==> src/hw/fp_branch_defs.vh <==
// constants for the floating-point condition branch unit
`ifndef FP_BRANCH_DEFS_VH
`define FP_BRANCH_DEFS_VH
`define OPC_HI          31
`define OPC_LO          26
`define OPC_COP1        6'h11
`define FMT_HI          25
`define FMT_LO          21
`define FMT_BC          5'h08
`define COND_SEL_HI     20
`define COND_SEL_LO     18
`define NULLIFY_SEL_BIT 17
`define TRUE_FALSE_BIT  16
`define OFS_HI          15
`define OFS_LO          0
`define OFS_W           16
`define OFS_SHIFT       2
`define INSN_BYTES      3'h4
`define INSN_STEP_W     3
`define EXC_NONE        2'h0
`define EXC_CPU         2'h1
`define EXC_RI          2'h2
`define ST_IDLE         1'h0
`define ST_SLOT         1'h1
`endif

==> src/hw/fp_condition_branch_unit.v <==
// branch-on-fp-condition decode, resolve and delay-slot control
// What this block does
// - target is sign-extended offset shifted by two, added to delay-slot address.
// - false variants branch only when the selected condition bit is 0.
// - true variants branch only when the selected condition bit is 1.
// - taken branch runs the delay slot first, then fetch continues at target.
// - likely variants nullify the delay slot when not taken, continue sequentially.
// - condition and offset evaluated in branch cycle; effect applied in next slot.
// - one operation steered by true/false and nullify-slot selector bits.
// - coprocessor-unusable or reserved-instruction exception raised when applicable.
// - eight condition bits; the three-bit field selects which one is tested.
// - tested bits are those written by the floating-point compare instruction.
`include "fp_branch_defs.vh"
module fp_condition_branch_unit #(
	parameter REG_W  = 32,
	parameter COND_N = 8
) (
	input  wire              clk_sys_in,
	input  wire              rst_b_in,
	input  wire              insn_valid_in,
	input  wire [31:0]       insn_word_in,
	input  wire [REG_W-1:0]  insn_pc_in,
	input  wire [COND_N-1:0] fp_unit_condition_signal_in,
	input  wire              fp_usable_in,
	input  wire              fp_present_in,
	output reg               branch_seen_out,
	output reg               redirect_out,
	output reg  [REG_W-1:0]  redirect_pc_out,
	output reg               slot_nullify_out,
	output reg  [1:0]        exception_out
);

	localparam [0:0] S_IDLE = `ST_IDLE;
	localparam [0:0] S_SLOT = `ST_SLOT;
	// sign bits needed above the shifted offset
	localparam       EXT_W  = REG_W - `OFS_W - `OFS_SHIFT;
	localparam       STEP_W = `INSN_STEP_W;

	reg              state_q;
	reg              state_d;
	reg              taken_q;
	reg              taken_d;
	reg              likely_q;
	reg              likely_d;
	reg [REG_W-1:0]  target_q;
	reg [REG_W-1:0]  target_d;
	reg              seen_d;
	reg              redirect_d;
	reg [REG_W-1:0]  redirect_pc_d;
	reg              nullify_d;
	reg [1:0]        exception_d;

	wire              is_bc               = insn_word_in[`OPC_HI:`OPC_LO] == `OPC_COP1 &&
	                                        insn_word_in[`FMT_HI:`FMT_LO] == `FMT_BC;
	wire [2:0]        cond_bit_select     = insn_word_in[`COND_SEL_HI:`COND_SEL_LO];
	wire              true_false_select   = insn_word_in[`TRUE_FALSE_BIT];
	wire              nullify_slot_select = insn_word_in[`NULLIFY_SEL_BIT];
	wire [`OFS_W-1:0] ofs                 = insn_word_in[`OFS_HI:`OFS_LO];

	// one-hot pick of the addressed bit; a selector beyond the bit count reads as 0
	wire [COND_N-1:0] sel_onehot = {{(COND_N-1){1'b0}}, 1'b1} << cond_bit_select;
	wire [COND_N-1:0] sel_hit;
	wire              sel_bit    = |sel_hit;
	genvar            gi;
	generate
		for (gi = 0; gi < COND_N; gi = gi + 1) begin : g_cond_lane
			assign sel_hit[gi] = sel_onehot[gi] & fp_unit_condition_signal_in[gi];
		end
	endgenerate

	// selected compare-result bit equals the wanted polarity
	function cond_met;
		input bit_val;
		input want;
		begin
			cond_met = bit_val == want;
		end
	endfunction

	// a missing unit outranks a disabled one
	function [1:0] exc_code;
		input present;
		input usable;
		begin
			if (!present) begin
				exc_code = `EXC_RI;
			end else if (!usable) begin
				exc_code = `EXC_CPU;
			end else begin
				exc_code = `EXC_NONE;
			end
		end
	endfunction

	wire [REG_W-1:0] ofs_ext = {{EXT_W{ofs[`OFS_HI]}}, ofs, {`OFS_SHIFT{1'b0}}};
	wire [REG_W-1:0] slot_pc = insn_pc_in + {{(REG_W-STEP_W){1'b0}}, `INSN_BYTES};
	// a branch in the delay slot is software's fault; it is simply not recognised there
	wire             fire    = insn_valid_in && is_bc && state_q == S_IDLE;
	wire             ok      = fp_present_in && fp_usable_in;

	// next values; the branch is resolved here and acted on one valid slot later
	always @* begin
		state_d       = state_q;
		taken_d       = taken_q;
		likely_d      = likely_q;
		target_d      = target_q;
		seen_d        = fire;
		redirect_d    = 1'b0;
		redirect_pc_d = redirect_pc_out;
		nullify_d     = 1'b0;
		exception_d   = `EXC_NONE;
		case (state_q)
			S_IDLE: begin
				if (fire) begin
					exception_d = exc_code(fp_present_in, fp_usable_in);
					if (ok) begin
						// resolve now, act on the slot that follows
						taken_d  = cond_met(sel_bit, true_false_select);
						likely_d = nullify_slot_select;
						target_d = slot_pc + ofs_ext;
						state_d  = S_SLOT;
					end
				end
			end
			S_SLOT: begin
				// waits for the delay slot to appear; fetch stalls are tolerated
				if (insn_valid_in) begin
					state_d = S_IDLE;
					if (taken_q) begin
						redirect_d    = 1'b1;
						redirect_pc_d = target_q;
					end else if (likely_q) begin
						nullify_d = 1'b1;
					end
				end
			end
			default: begin
				state_d = S_IDLE;
			end
		endcase
	end

	// every output is a flop of its own so fetch never sees decode glitches
	always @(posedge clk_sys_in or negedge rst_b_in) begin
		if (!rst_b_in) begin
			state_q <= S_IDLE;
		end else begin
			state_q <= state_d;
		end
	end

	always @(posedge clk_sys_in or negedge rst_b_in) begin
		if (!rst_b_in) begin
			taken_q <= 1'b0;
		end else begin
			taken_q <= taken_d;
		end
	end

	always @(posedge clk_sys_in or negedge rst_b_in) begin
		if (!rst_b_in) begin
			likely_q <= 1'b0;
		end else begin
			likely_q <= likely_d;
		end
	end

	always @(posedge clk_sys_in or negedge rst_b_in) begin
		if (!rst_b_in) begin
			target_q <= {REG_W{1'b0}};
		end else begin
			target_q <= target_d;
		end
	end

	// flags every decode, excepting ones included
	always @(posedge clk_sys_in or negedge rst_b_in) begin
		if (!rst_b_in) begin
			branch_seen_out <= 1'b0;
		end else begin
			branch_seen_out <= seen_d;
		end
	end

	always @(posedge clk_sys_in or negedge rst_b_in) begin
		if (!rst_b_in) begin
			redirect_out <= 1'b0;
		end else begin
			redirect_out <= redirect_d;
		end
	end

	// target stays after the pulse so fetch may pick it up late
	always @(posedge clk_sys_in or negedge rst_b_in) begin
		if (!rst_b_in) begin
			redirect_pc_out <= {REG_W{1'b0}};
		end else begin
			redirect_pc_out <= redirect_pc_d;
		end
	end

	// squash pulse follows the slot instruction by one cycle
	always @(posedge clk_sys_in or negedge rst_b_in) begin
		if (!rst_b_in) begin
			slot_nullify_out <= 1'b0;
		end else begin
			slot_nullify_out <= nullify_d;
		end
	end

	// an excepting branch never arms slot tracking, so no redirect follows it
	always @(posedge clk_sys_in or negedge rst_b_in) begin
		if (!rst_b_in) begin
			exception_out <= `EXC_NONE;
		end else begin
			exception_out <= exception_d;
		end
	end
endmodule

==> config.mk <==
export PLATFORM = sky130hd
export DESIGN_NAME = fp_condition_branch_unit
export DESIGN_NICKNAME = d
export VERILOG_FILES = /design/src/hw/fp_condition_branch_unit.v
export VERILOG_INCLUDE_DIRS = /design/src /design/src/hw
export SDC_FILE = /design/constraint.sdc
export NUM_CORES = 1
export LEC_CHECK = 0
export BUFFER_PORTS_ARGS = -buffer_cell sky130_fd_sc_hd__buf_2
export CELL_PAD_IN_SITES_DETAIL_PLACEMENT = 1
export CELL_PAD_IN_SITES_GLOBAL_PLACEMENT = 1
export CORE_MARGIN = 5
export CORE_UTILIZATION = 37
export DETAILED_ROUTE_END_ITERATION = 7
export PLACE_DENSITY = 0.8
export SLEW_MARGIN = 5
export SYNTH_ARGS = -nofsm -noshare
export SYNTH_HDL_FRONTEND = slang
export SYNTH_SLANG_ARGS = --single-unit
==> constraint.sdc <==
create_clock -name clk_sys_in -period 1.7 [get_ports clk_sys_in]
set_input_delay 0.085 -clock clk_sys_in [delete_from_list [all_inputs] [get_ports clk_sys_in]]
set_output_delay 0.085 -clock clk_sys_in [all_outputs]
set_load 0.1 [all_outputs]
==> summary.md, run 1 <==
| Metric | Value |
|---|---|
| Clk_lat worst skew | 330 ps |
| P per Cell Area | 746.8 nW/um2 |
| Post-DP HPWL | 11.77 mm |
| Synth area leaders | dfrtp_1, ha_1, mux2_2, nand2_1, o21ai_0 |
| Total GRT Usage | 0.2054 |
| Num CTS Buffers | 9 |
| Final Hold Fails | 0 |
| Crit path capture type | flip-flop |
| Synth Instances | 454 |
| Initial Util | 0.3735 |
| Slew margin rel. | 0.6558 |
| Hold Path Class | input port to flip-flop |
| Top FF cell, synth | dfrtp_1 |
| Status | finished, violations left |
| Avg Cell Area, Syn | 10.25 um2 |
| CTS tree | yes |
| P_sw | 1817 uW |
| Area of the multi-input gates | 3909 um2 |
| DR WL/cell | 22.66 um |
| Final setup viols | 27 |
| IO Port Bufs | 113 |
| Gpl congestion | 0.8589 |
| H-tree levels | 3 |
| Period utilisation layout | 1.230 |
| Critical Setup Path Class | input port to flip-flop |
| Internal power | 4106 uW |
| Post-synth top area share | 0.3870 |
| Layout area overhead | 70.38% |
| Remaining global-route overflow | 0 |
| Die height | 122.2 um |
| Largest net degree at the start of global routing | 37 |
| CTS clk-pin slew, worst paths | 60 ps |
| CP Max Fanout | 2 |
| IO Pins | 114 |
| Netlist Area Pre-Place | 4656 um2 |
| Fraction of power consumed by sequential logic | 0.290 |
| Critical path arrival | 2310 ps |
| Ant diodes | 0 |
| Async SR Flop Fraction | 1.000 |
| TNS Setup | -4414 ps |
| Final worst slack | -391.1 ps |
| Total power | 5924 uW |
| Layout Nets | 814 |
| Leakage Power | 0.003770 uW |
| Vias per cell | 5.506 |
| Seq cells post-synth | 72 |
| Vias in the first global route | 4914 |
| DRT Pass-1 Iters | 4 |
| Seq/Total Area, Yosys | 0.3870 |
| Worst IR drop on VDD | 0.4284 mV |
| FMAX | 478.2 MHz |
| Number of flops mapped to enable cells by yosys | 0 |
| Root Driver | clkbuf_16 |
| Final WL | 19.40 mm |
| Crit path launch type | input port |
| Net count after synthesis | 589 |
| Layout cells sized above 1 | 0.6213 |
| Combinational power share | 0.363 |
| Failing checks | setup timing |
| Sw Ratio | 0.3068 |
| Unrepaired setup endpoints after global routing | true |
| Initial antenna violation count | 0 |
| Most common cell after layout, fill and taps aside | buf_2 |
| DRC viols | 0 |
| Via count | 4713 |
| Core area | 12470 um2 |
| Synth unique cells | 57 |
| FF+latch area | 1802 um2 |
| Hold Slack | 66.00 ps |
| Worst path required time | 1920 ps |
| Routed Antenna Nets | 0 |
| Final min period | 2091 ps |
| Clk pwr share | 0.347 |
| Initial DRC count | 278 |
| Largest area contributor in the synthesized netlist | dfrtp_1 |
| YS warnings | 0 |
| Rows | 41 |
| Worst Clk Skew | 8.408 ps |
| Clock tree buffer depth | 2 |
| Setup Slack @ Placement | -796.1 ps |
| Clock sink total | 72 |
| Die area | 14930 um2 |
| Horiz. Die Dim | 122.2 um |
| Slew @ Worst Pin | 519.9 ps |
| Maxcap violations | 0 |
| First-pass GRT wire length | 24.39 mm |
| Highest-count cells in the layout ignoring fill and taps | buf_2, buf_4, dfrtp_1, ha_4, nand2_1 |
| # fillers | 1322 |
| Slew Viols, Final | 0 |
[metal layers]
layer  up-vias  part of all wire  track usage  routed length [um]
met4         0             0.030      0.05458                 582
met2       165              0.53       0.3736               10190
met1      2376              0.39       0.2528                7605
li1       2119                 -            -                   -
met3        53             0.052      0.03157                1015
met5         -                 0            0                   0
[worst max-delay path: stages]
cell	delay, ps
buf_2	110
inv_2	60
ha_4	120
inv_2	40
ha_4	150
fa_2	380
a211oi_4	270
buf_4	150
buf_4	90
o21bai_1	80
a21oi_2	180
o21bai_1	110
a21oi_2	160
xor2_1	220
o21ai_1	110
[cell type report]
type,count,share of cell area
clock buffer,13,0.03155
clock inverter,3,0.008202
inverter,9,0.004259
multi-input combinational,359,0.4927
sequential,72,0.2271
tap,172,0.02713
timing repair buffer,228,0.2090
[synth_stat cells, types with 3 or more instances]
master    count
a211o_1       3
a211oi_1      3
a21boi_0      3
a21o_1       10
a21oi_1      25
a31oi_1       7
and3_1        5
clkbuf_1      9
dfrtp_1      72
ha_1         57
inv_1         9
mux2_2       32
mux2i_1       3
nand2_1      63
nand3_1       7
nand4_1       5
nor2_1       15
nor3_1        6
o211ai_1      3
o21a_1        8
o21ai_0      34
o21bai_1      7
o31ai_1       5
xnor2_1      15
xor2_1        9
[power by group through the flow]
| stage | clock [uW] | sequential, uW | combinational (uW) |
|---|---|---|---|
| after detailed placement | 0 | 1750 | 1620 |
| final | 2060 | 1720 | 2150 |
| after global placement | 0 | 1750 | 1540 |
| after floorplan | 0 | 1750 | 942 |
| after CTS | 2020 | 1720 | 1770 |
| after global routing | 2150 | 1720 | 2290 |
[state kept, by name, indices dropped and copies added (netlist names)]
register          count
exception_out         2
taken_q               1
target_q             32
redirect_out          1
redirect_pc_out      32
slot_nullify_out      1
likely_q              1
state_q               1
branch_seen_out       1
[path summary, 6_finish.rpt]
kind,depth (start not counted),slack [ps],endpoint,startpoint
max in group asynchronous,3,760,redirect_pc_out[17]$_DFFE_PN0P_,rst_b_in
setup / recovery,15,-390,target_q[11]$_DFFE_PN0P_,insn_pc_in[2]
setup reg to reg,9,-120,target_q[11]$_DFFE_PN0P_,state_q$_DFF_PN0_
min in group asynchronous,2,260,target_q[21]$_DFFE_PN0P_,rst_b_in
hold reg to reg,2,490,target_q[0]$_DFFE_PN0P_,target_q[0]$_DFFE_PN0P_
hold / removal,3,70,taken_q$_DFFE_PN0P_,insn_word_in[16]
[timing repair]
action,4_1_cts,5_1_grt
hold buffers,6,1
resized for setup,51,117
buffers inserted,4,16
endpoints found under the hold margin,39,1
gates cloned,0,5
pin swaps,44,54
endpoints found under the setup margin,27,34
[cell families after synthesis]
logic type | Yosys count | share of synthesized area
AOI/OAI and AO/OA | 123 | 0.1755
and+or+nand+nor | 116 | 0.1156
DFF | 72 | 0.3870
adders and majority gates | 58 | 0.1575
muxes | 38 | 0.09675
xor gates and xnor gates | 24 | 0.04515
buffers and inverters | 23 | 0.02257
[through the flow]
step / cell area (um2) / std cells / utilization
CTS: 7181 / 834 / 0.5760
detailed placement: 6525 / 808 / 0.5234
global route: 7933 / 856 / 0.6364
finish: 7933 / 856 / 0.6364
floorplan: 5187 / 454 / -
global placement: 6525 / 808 / 0.5234
Power figures use the tool's default switching activity.
==> run 2: changes to the inputs <==
REMOVE_ABC_BUFFERS = 1   (was default)
==> run 2 against run 1 <==
Against the previous run:
- the flow still finishes with violations (setup timing)
- total power shrank 2.2%
- sequential share of layout area up 0.25 points
- combinational power grew 5%
- clock-buffer cell count shrank 1
- largest cell class unchanged
==> summary.md, run 2 (same netlist as run 1, synthesis figures left out) <==
| Metric | Value |
|---|---|
| Vias in the first global route | 5235 (was 4914) |
| Root Driver | clkbuf_16 (unchanged) |
| Largest net degree at the start of global routing | 34 (was 37) |
| Die height | 122.2 um (unchanged) |
| Setup crit end | target_q[15]$_DFFE_PN0P_ (was target_q[11]$_DFFE_PN0P_) |
| TNS Setup | -3519 ps (was -4414 ps) |
| RR Startpoint | state_q$_DFF_PN0_ (unchanged) |
| Remaining global-route overflow | 0 (unchanged) |
| Slew Viols, Final | 0 (unchanged) |
| Via count | 4641 (was 4713) |
| Clk pwr share | 0.316 (was 0.347) |
| H-tree levels | 3 (unchanged) |
| Met2 Use GR | 0.4620 (was 0.3736) |
| Setup Slack @ Placement | -924.5 ps (was -796.1 ps) |
| Slew margin rel. | 0.6600 (was 0.6558) |
| Unrepaired setup endpoints after global routing | true (unchanged) |
| Cells on worst reg2reg path | 7 (was 9) |
| Maxcap violations | 0 (unchanged) |
| Sw Ratio | 0.3144 (was 0.3068) |
| Final min period | 2075 ps (was 2091 ps) |
| Final worst slack | -374.6 ps (was -391.1 ps) |
| Num CTS Buffers | 9 (unchanged) |
| Crit path capture type | flip-flop (unchanged) |
| Biggest regs | redirect_pc_out (32), target_q (32), exception_out (2) (unchanged) |
| Final Hold Fails | 0 (unchanged) |
| Reg2Reg Setup Slack | -140 ps (was -120 ps) |
| Total GRT Usage | 0.2470 (was 0.2054) |
| Final setup viols | 18 (was 27) |
| Period utilisation layout | 1.220 (was 1.230) |
| Die area | 14930 um2 (unchanged) |
| DR WL/cell | 22.63 um (was 22.66 um) |
| Initial Util | 0.3735 (unchanged) |
| Worst IR drop on VDD | 0.3914 mV (was 0.4284 mV) |
| Layout area overhead | 68.50% (was 70.38%) |
| RR Endpoint | target_q[18]$_DFFE_PN0P_ (was target_q[11]$_DFFE_PN0P_) |
| Initial DRC count | 295 (was 278) |
| Global Route met1 Usage | 0.2807 (was 0.2528) |
| P per Cell Area | 738.7 nW/um2 (was 746.8 nW/um2) |
| Layout Nets | 822 (was 814) |
| Hold Path Class | input port to flip-flop (unchanged) |
| Clk_lat worst skew | 330 ps (about the same) |
| First-pass GRT wire length | 28.46 mm (was 24.39 mm) |
| Combinational power share | 0.388 (was 0.363) |
| Fraction of power consumed by sequential logic | 0.297 (was 0.290) |
| FMAX | 482.0 MHz (was 478.2 MHz) |
| Internal power | 3973 uW (was 4106 uW) |
| CP Max Fanout | 6 (was 2) |
| Initial antenna violation count | 0 (unchanged) |
| Slew @ Worst Pin | 513.5 ps (was 519.9 ps) |
| Highest-count cells in the layout ignoring fill and taps | buf_2, buf_4, dfrtp_1, nand2_1, ha_4 (was buf_2, buf_4, dfrtp_1, ha_4, nand2_1) |
| Layout cells sized above 1 | 0.5896 (was 0.6213) |
| P_sw | 1822 uW (was 1817 uW) |
| DRC viols | 0 (unchanged) |
| Failing checks | setup timing (unchanged) |
| DRT Pass-1 Iters | 4 (unchanged) |
| Routed Antenna Nets | 0 (unchanged) |
| Core area | 12470 um2 (unchanged) |
| CTS clk-pin slew, worst paths | 60 ps (about the same) |
| Leakage Power | 0.003718 uW (was 0.003770 uW) |
| Ant diodes | 0 (unchanged) |
| IO Port Bufs | 113 (unchanged) |
| Met3 usage | 0.03482 (was 0.03157) |
| Horiz. Die Dim | 122.2 um (unchanged) |
| Worst Clk Skew | 3.815 ps (was 8.408 ps) |
| Clock sink total | 72 (unchanged) |
| Status | finished, violations left (unchanged) |
| Post-DP HPWL | 11.14 mm (was 11.77 mm) |
| Most Crowded Layer GR | met2 (unchanged) |
| Crit path launch type | input port (unchanged) |
| Rows | 41 (unchanged) |
| Critical Setup Path Class | input port to flip-flop (unchanged) |
| Clock tree buffer depth | 2 (unchanged) |
| Final WL | 19.55 mm (was 19.40 mm) |
| Gpl congestion | 0.8034 (was 0.8589) |
| Vias per cell | 5.372 (was 5.506) |
| Crit path launch | insn_word_in[1] (was insn_pc_in[2]) |
| Most common cell after layout, fill and taps aside | buf_2 (unchanged) |
| Worst path required time | 1920 ps (about the same) |
| Critical path arrival | 2290 ps (was 2310 ps) |
| CTS tree | yes (unchanged) |
| IO Pins | 114 (unchanged) |
[run 2: cell types whose count changed in the layout (fill, tap and decap cells not counted), moves of 5 or more]
cell,previous run,this run
buf_4,93,102
o21ai_0,2,7
o21ai_2,14,4
nand2_2,15,8
o21ai_1,17,22
nand2_1,42,52
[run 2: through the flow]
stage / util / hold slack, ps / area (um2) / instances / power, uW
after global routing: 0.6293 / 72.52 / 7845 / 864 / 6025
after detailed placement: 0.4916 / 31.48 / 6128 / 822 / 3146
after floorplan: - / -210.6 / 4584 / 440 / 2457
after global placement: 0.4916 / 26.37 / 6128 / 822 / 3093
final: 0.6293 / 56.96 / 7845 / 864 / 5795
after CTS: 0.5930 / 74.73 / 7392 / 854 / 5404
[run 2: worst min-delay path by stage]
| stage | start | endpoint | slack (ps) | cells after the start |
|---|---|---|---|---|
| after floorplan | rst_b_in | branch_seen_out$_DFF_PN0_ | -210 | 0 |
| after global placement | rst_b_in | redirect_pc_out[11]$_DFFE_PN0P_ | 30 | 1 |
| after detailed placement | rst_b_in | target_q[11]$_DFFE_PN0P_ | 30 | 1 |
| after CTS | insn_valid_in | slot_nullify_out$_DFF_PN0_ | 70 | 2 |
| after global routing | insn_word_in[16] | taken_q$_DFFE_PN0P_ | 70 | 3 |
| final | insn_word_in[16] | taken_q$_DFFE_PN0P_ | 60 | 3 |
[run 2: power groups by stage]
| stage | Combinational (uW) | Clock (uW) | Sequential (uW) |
|---|---|---|---|
| after detailed placement | 1400 | 0 | 1750 |
| after floorplan | 708 | 0 | 1750 |
| after global routing | 2380 | 1920 | 1720 |
| after CTS | 1850 | 1830 | 1720 |
| final | 2250 | 1830 | 1720 |
| after global placement | 1340 | 0 | 1750 |
[run 2: per-layer routing]
metal  wire length (um)  vias to the layer above
met2              10780                      138
met1               7278                     2316
li1                   -                     2128
met4                814                        0
met3                682                       59
met5                  0                        -
[run 2: layout make-up]
| type | count | area [um2] |
|---|---|---|
| well taps | 172 | 215.2 |
| clock inverters | 4 | 27.53 |
| clock buffers | 12 | 266.5 |
| fillers | 1317 | 4621 |
| flip-flops and latches | 72 | 1802 |
| repair buffers | 236 | 1674 |
| inverters | 9 | 33.78 |
| multi-input cells | 359 | 3826 |
[run 2: critical path, cell delays in order]
cell,delay [ps]
buf_6,100
ha_4,230
ha_4,170
fa_2,370
a211oi_2,290
o21ba_2,230
o21ai_4,100
a21o_1,200
a21oi_2,140
xnor2_1,110
mux2_4,270
[run 2: repair_timing]
| item | 4_1_cts | 5_1_grt |
|---|---|---|
| pin swaps | 59 | 47 |
| setup endpoints to repair | 30 | 34 |
| hold buffers | 7 | 0 |
| gates resized for setup | 127 | 76 |
| setup buffers | 9 | 12 |
| endpoints found under the hold margin | 32 | 0 |
| gates cloned | 1 | 0 |
==> run 3: changes to the inputs <==
PLACE_DENSITY = default   (was 0.8)
PLACE_DENSITY_LB_ADDON = 0.1   (was default)
==> run 3 against run 2 <==
Against the previous run:
- the run still ends with setup timing left
- sequential share of layout area fell by 0.67 points
- register-to-register slack barely moved
- routed wire length fell by 14%
- combinational power fell by 8%
- clock skew rose by 2.0 ps
- total power fell by 2.3%
- via count fell by 1.5%
- clock power rose by 3%
- first-iteration DRC count fell by 29%
- critical path type unchanged
- fmax rose by 5.1%
==> summary.md, run 3 (same netlist as run 1, synthesis figures left out) <==
| Metric | Value |
|---|---|
| FMAX | 506.6 MHz (was 482.0 MHz) |
| CTS clk-pin slew, worst paths | 50 ps (was 60 ps) |
| P per Cell Area | 701.1 nW/um2 (was 738.7 nW/um2) |
| Crit path launch type | input port (unchanged) |
| IO Pins | 114 (unchanged) |
| Layout area overhead | 73.53% (was 68.50%) |
| Reg2Reg Setup Slack | -130 ps (was -140 ps) |
| Total power | 5665 uW (was 5795 uW) |
| Clock tree buffer depth | 2 (unchanged) |
| Worst IR drop on VDD | 0.4622 mV (was 0.3914 mV) |
| DRC viols | 0 (unchanged) |
| Maxcap violations | 0 (unchanged) |
| Most common cell after layout, fill and taps aside | buf_4 (was buf_2) |
| Layout Nets | 835 (was 822) |
| # fillers | 1304 (was 1317) |
| Fraction of power consumed by sequential logic | 0.303 (was 0.297) |
| Placed Cells | 827 (was 822) |
| Final worst slack | -273.9 ps (was -374.6 ps) |
| DR WL/cell | 19.16 um (was 22.63 um) |
| Worst Clk Skew | 5.840 ps (was 3.815 ps) |
| Slew margin rel. | 0.6214 (was 0.6600) |
| Gpl congestion | 0.8308 (was 0.8034) |
| RR Startpoint | state_q$_DFF_PN0_ (unchanged) |
| Final setup viols | 26 (was 18) |
| Initial DRC count | 208 (was 295) |
| Vias per cell | 5.212 (was 5.372) |
| Horiz. Die Dim | 122.2 um (unchanged) |
| CP Max Fanout | 5 (was 6) |
| Unrepaired setup endpoints after global routing | true (unchanged) |
| RR Endpoint | target_q[20]$_DFFE_PN0P_ (was target_q[18]$_DFFE_PN0P_) |
| Area of the multi-input gates | 3796 um2 (was 3826 um2) |
| Crit path capture type | flip-flop (unchanged) |
| Internal power | 4006 uW (was 3973 uW) |
| Initial antenna violation count | 0 (unchanged) |
| Remaining global-route overflow | 0 (unchanged) |
| Die area | 14930 um2 (unchanged) |
| Setup Slack @ Placement | -966.4 ps (was -924.5 ps) |
| Initial Util | 0.3735 (unchanged) |
| H-tree levels | 3 (unchanged) |
| Core area | 12470 um2 (unchanged) |
| FF+latch area | 1802 um2 (unchanged) |
| Critical Setup Path Class | input port to flip-flop (unchanged) |
| Critical path arrival | 2180 ps (was 2290 ps) |
| Total GRT Usage | 0.2181 (was 0.2470) |
| HP Start | insn_word_in[16] (unchanged) |
| Routed Antenna Nets | 0 (unchanged) |
| Num CTS Buffers | 9 (unchanged) |
| Fin cells | 877 (was 864) |
| IO Port Bufs | 113 (unchanged) |
| Worst-case hold path end point | taken_q$_DFFE_PN0P_ (unchanged) |
| First-pass GRT wire length | 25.65 mm (was 28.46 mm) |
| Vias in the first global route | 5123 (was 5235) |
| Cells on worst reg2reg path | 6 (was 7) |
| Slew Viols, Final | 0 (unchanged) |
| Post-DP HPWL | 10.96 mm (was 11.14 mm) |
| Failing checks | setup timing (unchanged) |
| Status | finished, violations left (unchanged) |
| Layout cells sized above 1 | 0.6184 (was 0.5896) |
| Clk_lat worst skew | 330 ps (about the same) |
| Hold Slack | 66.62 ps (was 56.96 ps) |
| Clk pwr share | 0.333 (was 0.316) |
| Worst path required time | 1910 ps (was 1920 ps) |
| Final WL | 16.80 mm (was 19.55 mm) |
| DRT Pass-1 Iters | 4 (unchanged) |
| Leakage Power | 0.003870 uW (was 0.003718 uW) |
| Hold Path Class | input port to flip-flop (unchanged) |
| Rows | 41 (unchanged) |
| Via count | 4571 (was 4641) |
| Largest net degree at the start of global routing | 33 (was 34) |
| CTS tree | yes (unchanged) |
| Root Driver | clkbuf_16 (unchanged) |
| Period utilisation layout | 1.161 (was 1.220) |
| Sw Ratio | 0.2927 (was 0.3144) |
| Hold Path Cell Cnt | 3 (unchanged) |
| Combinational power share | 0.364 (was 0.388) |
| Die height | 122.2 um (unchanged) |
| P_sw | 1658 uW (was 1822 uW) |
| Clock sink total | 72 (unchanged) |
| Highest-count cells in the layout ignoring fill and taps | buf_4, buf_2, dfrtp_1, ha_4, nand2_1 (was buf_2, buf_4, dfrtp_1, nand2_1, ha_4) |
| Final min period | 1974 ps (was 2075 ps) |
| Slew @ Worst Pin | 567.9 ps (was 513.5 ps) |
| Biggest regs | redirect_pc_out (32), target_q (32), exception_out (2) (unchanged) |
| Final Hold Fails | 0 (unchanged) |
| Ant diodes | 0 (unchanged) |
run 3: power by group through the flow:
stage | Clock [uW] | Sequential (uW) | Combinational [uW]
2_1_floorplan | 0 | 1750 | 708
3_3_place_gp | 0 | 1750 | 1360
3_5_place_dp | 0 | 1750 | 1400
4_1_cts | 1920 | 1720 | 1810
5_1_grt | 2010 | 1720 | 2230
6_report | 1890 | 1720 | 2060
run 3: area by class of cell:
class,count,share of cell area
tap,172,0.02664
sequential,72,0.2230
clock buffer,13,0.03221
clock inverter,3,0.004956
inverter,9,0.004491
timing repair buffer,249,0.2388
multi-input combinational,359,0.4699
run 3: critical path: stages:
cell	delay [ps]
buf_6	100
ha_4	230
ha_4	160
fa_2	400
a211oi_4	270
o21ba_4	200
o21ai_4	80
a21o_1	190
a21oi_2	140
xnor2_1	80
mux2_4	250
run 3: metal layers:
| metal | vias to the layer above | track usage | wire [um] |
|---|---|---|---|
| li1 | 2169 | - | - |
| met1 | 2278 | 0.2581 | 6796 |
| met2 | 104 | 0.4095 | 9144 |
| met3 | 20 | 0.02971 | 591 |
| met4 | 0 | 0.06228 | 266 |
| met5 | - | 0 | 0 |
run 3: what timing repair did:
action / 4_1_cts / 5_1_grt
endpoints found under the setup margin: 28 / 35
hold endpoints to repair: 25 / 1
buffers inserted: 15 / 11
cloned: 3 / 2
pin swaps: 58 / 62
hold buffers: 6 / 1
resized for setup: 155 / 84
run 3: worst max path at each step:
stage                                     endpoint               from  slack [ps]
final                     target_q[15]$_DFFE_PN0P_      insn_pc_in[3]        -270
after floorplan           target_q[20]$_DFFE_PN0P_  state_q$_DFF_PN0_        -830
after detailed placement  target_q[15]$_DFFE_PN0P_    insn_word_in[1]        -970
after global routing      target_q[15]$_DFFE_PN0P_      insn_pc_in[3]        -350
after global placement    target_q[15]$_DFFE_PN0P_    insn_word_in[1]        -870
after CTS                 target_q[15]$_DFFE_PN0P_      insn_pc_in[3]        -220
run 3: through the flow:
step,utilization,area (um2),TNS (ps)
final,0.6481,8079,-3382
after global routing,0.6481,8079,-6413
after CTS,0.6098,7601,-2059
after detailed placement,0.4964,6188,-17330
after global placement,0.4964,6188,-15390
after floorplan,-,4584,-19170
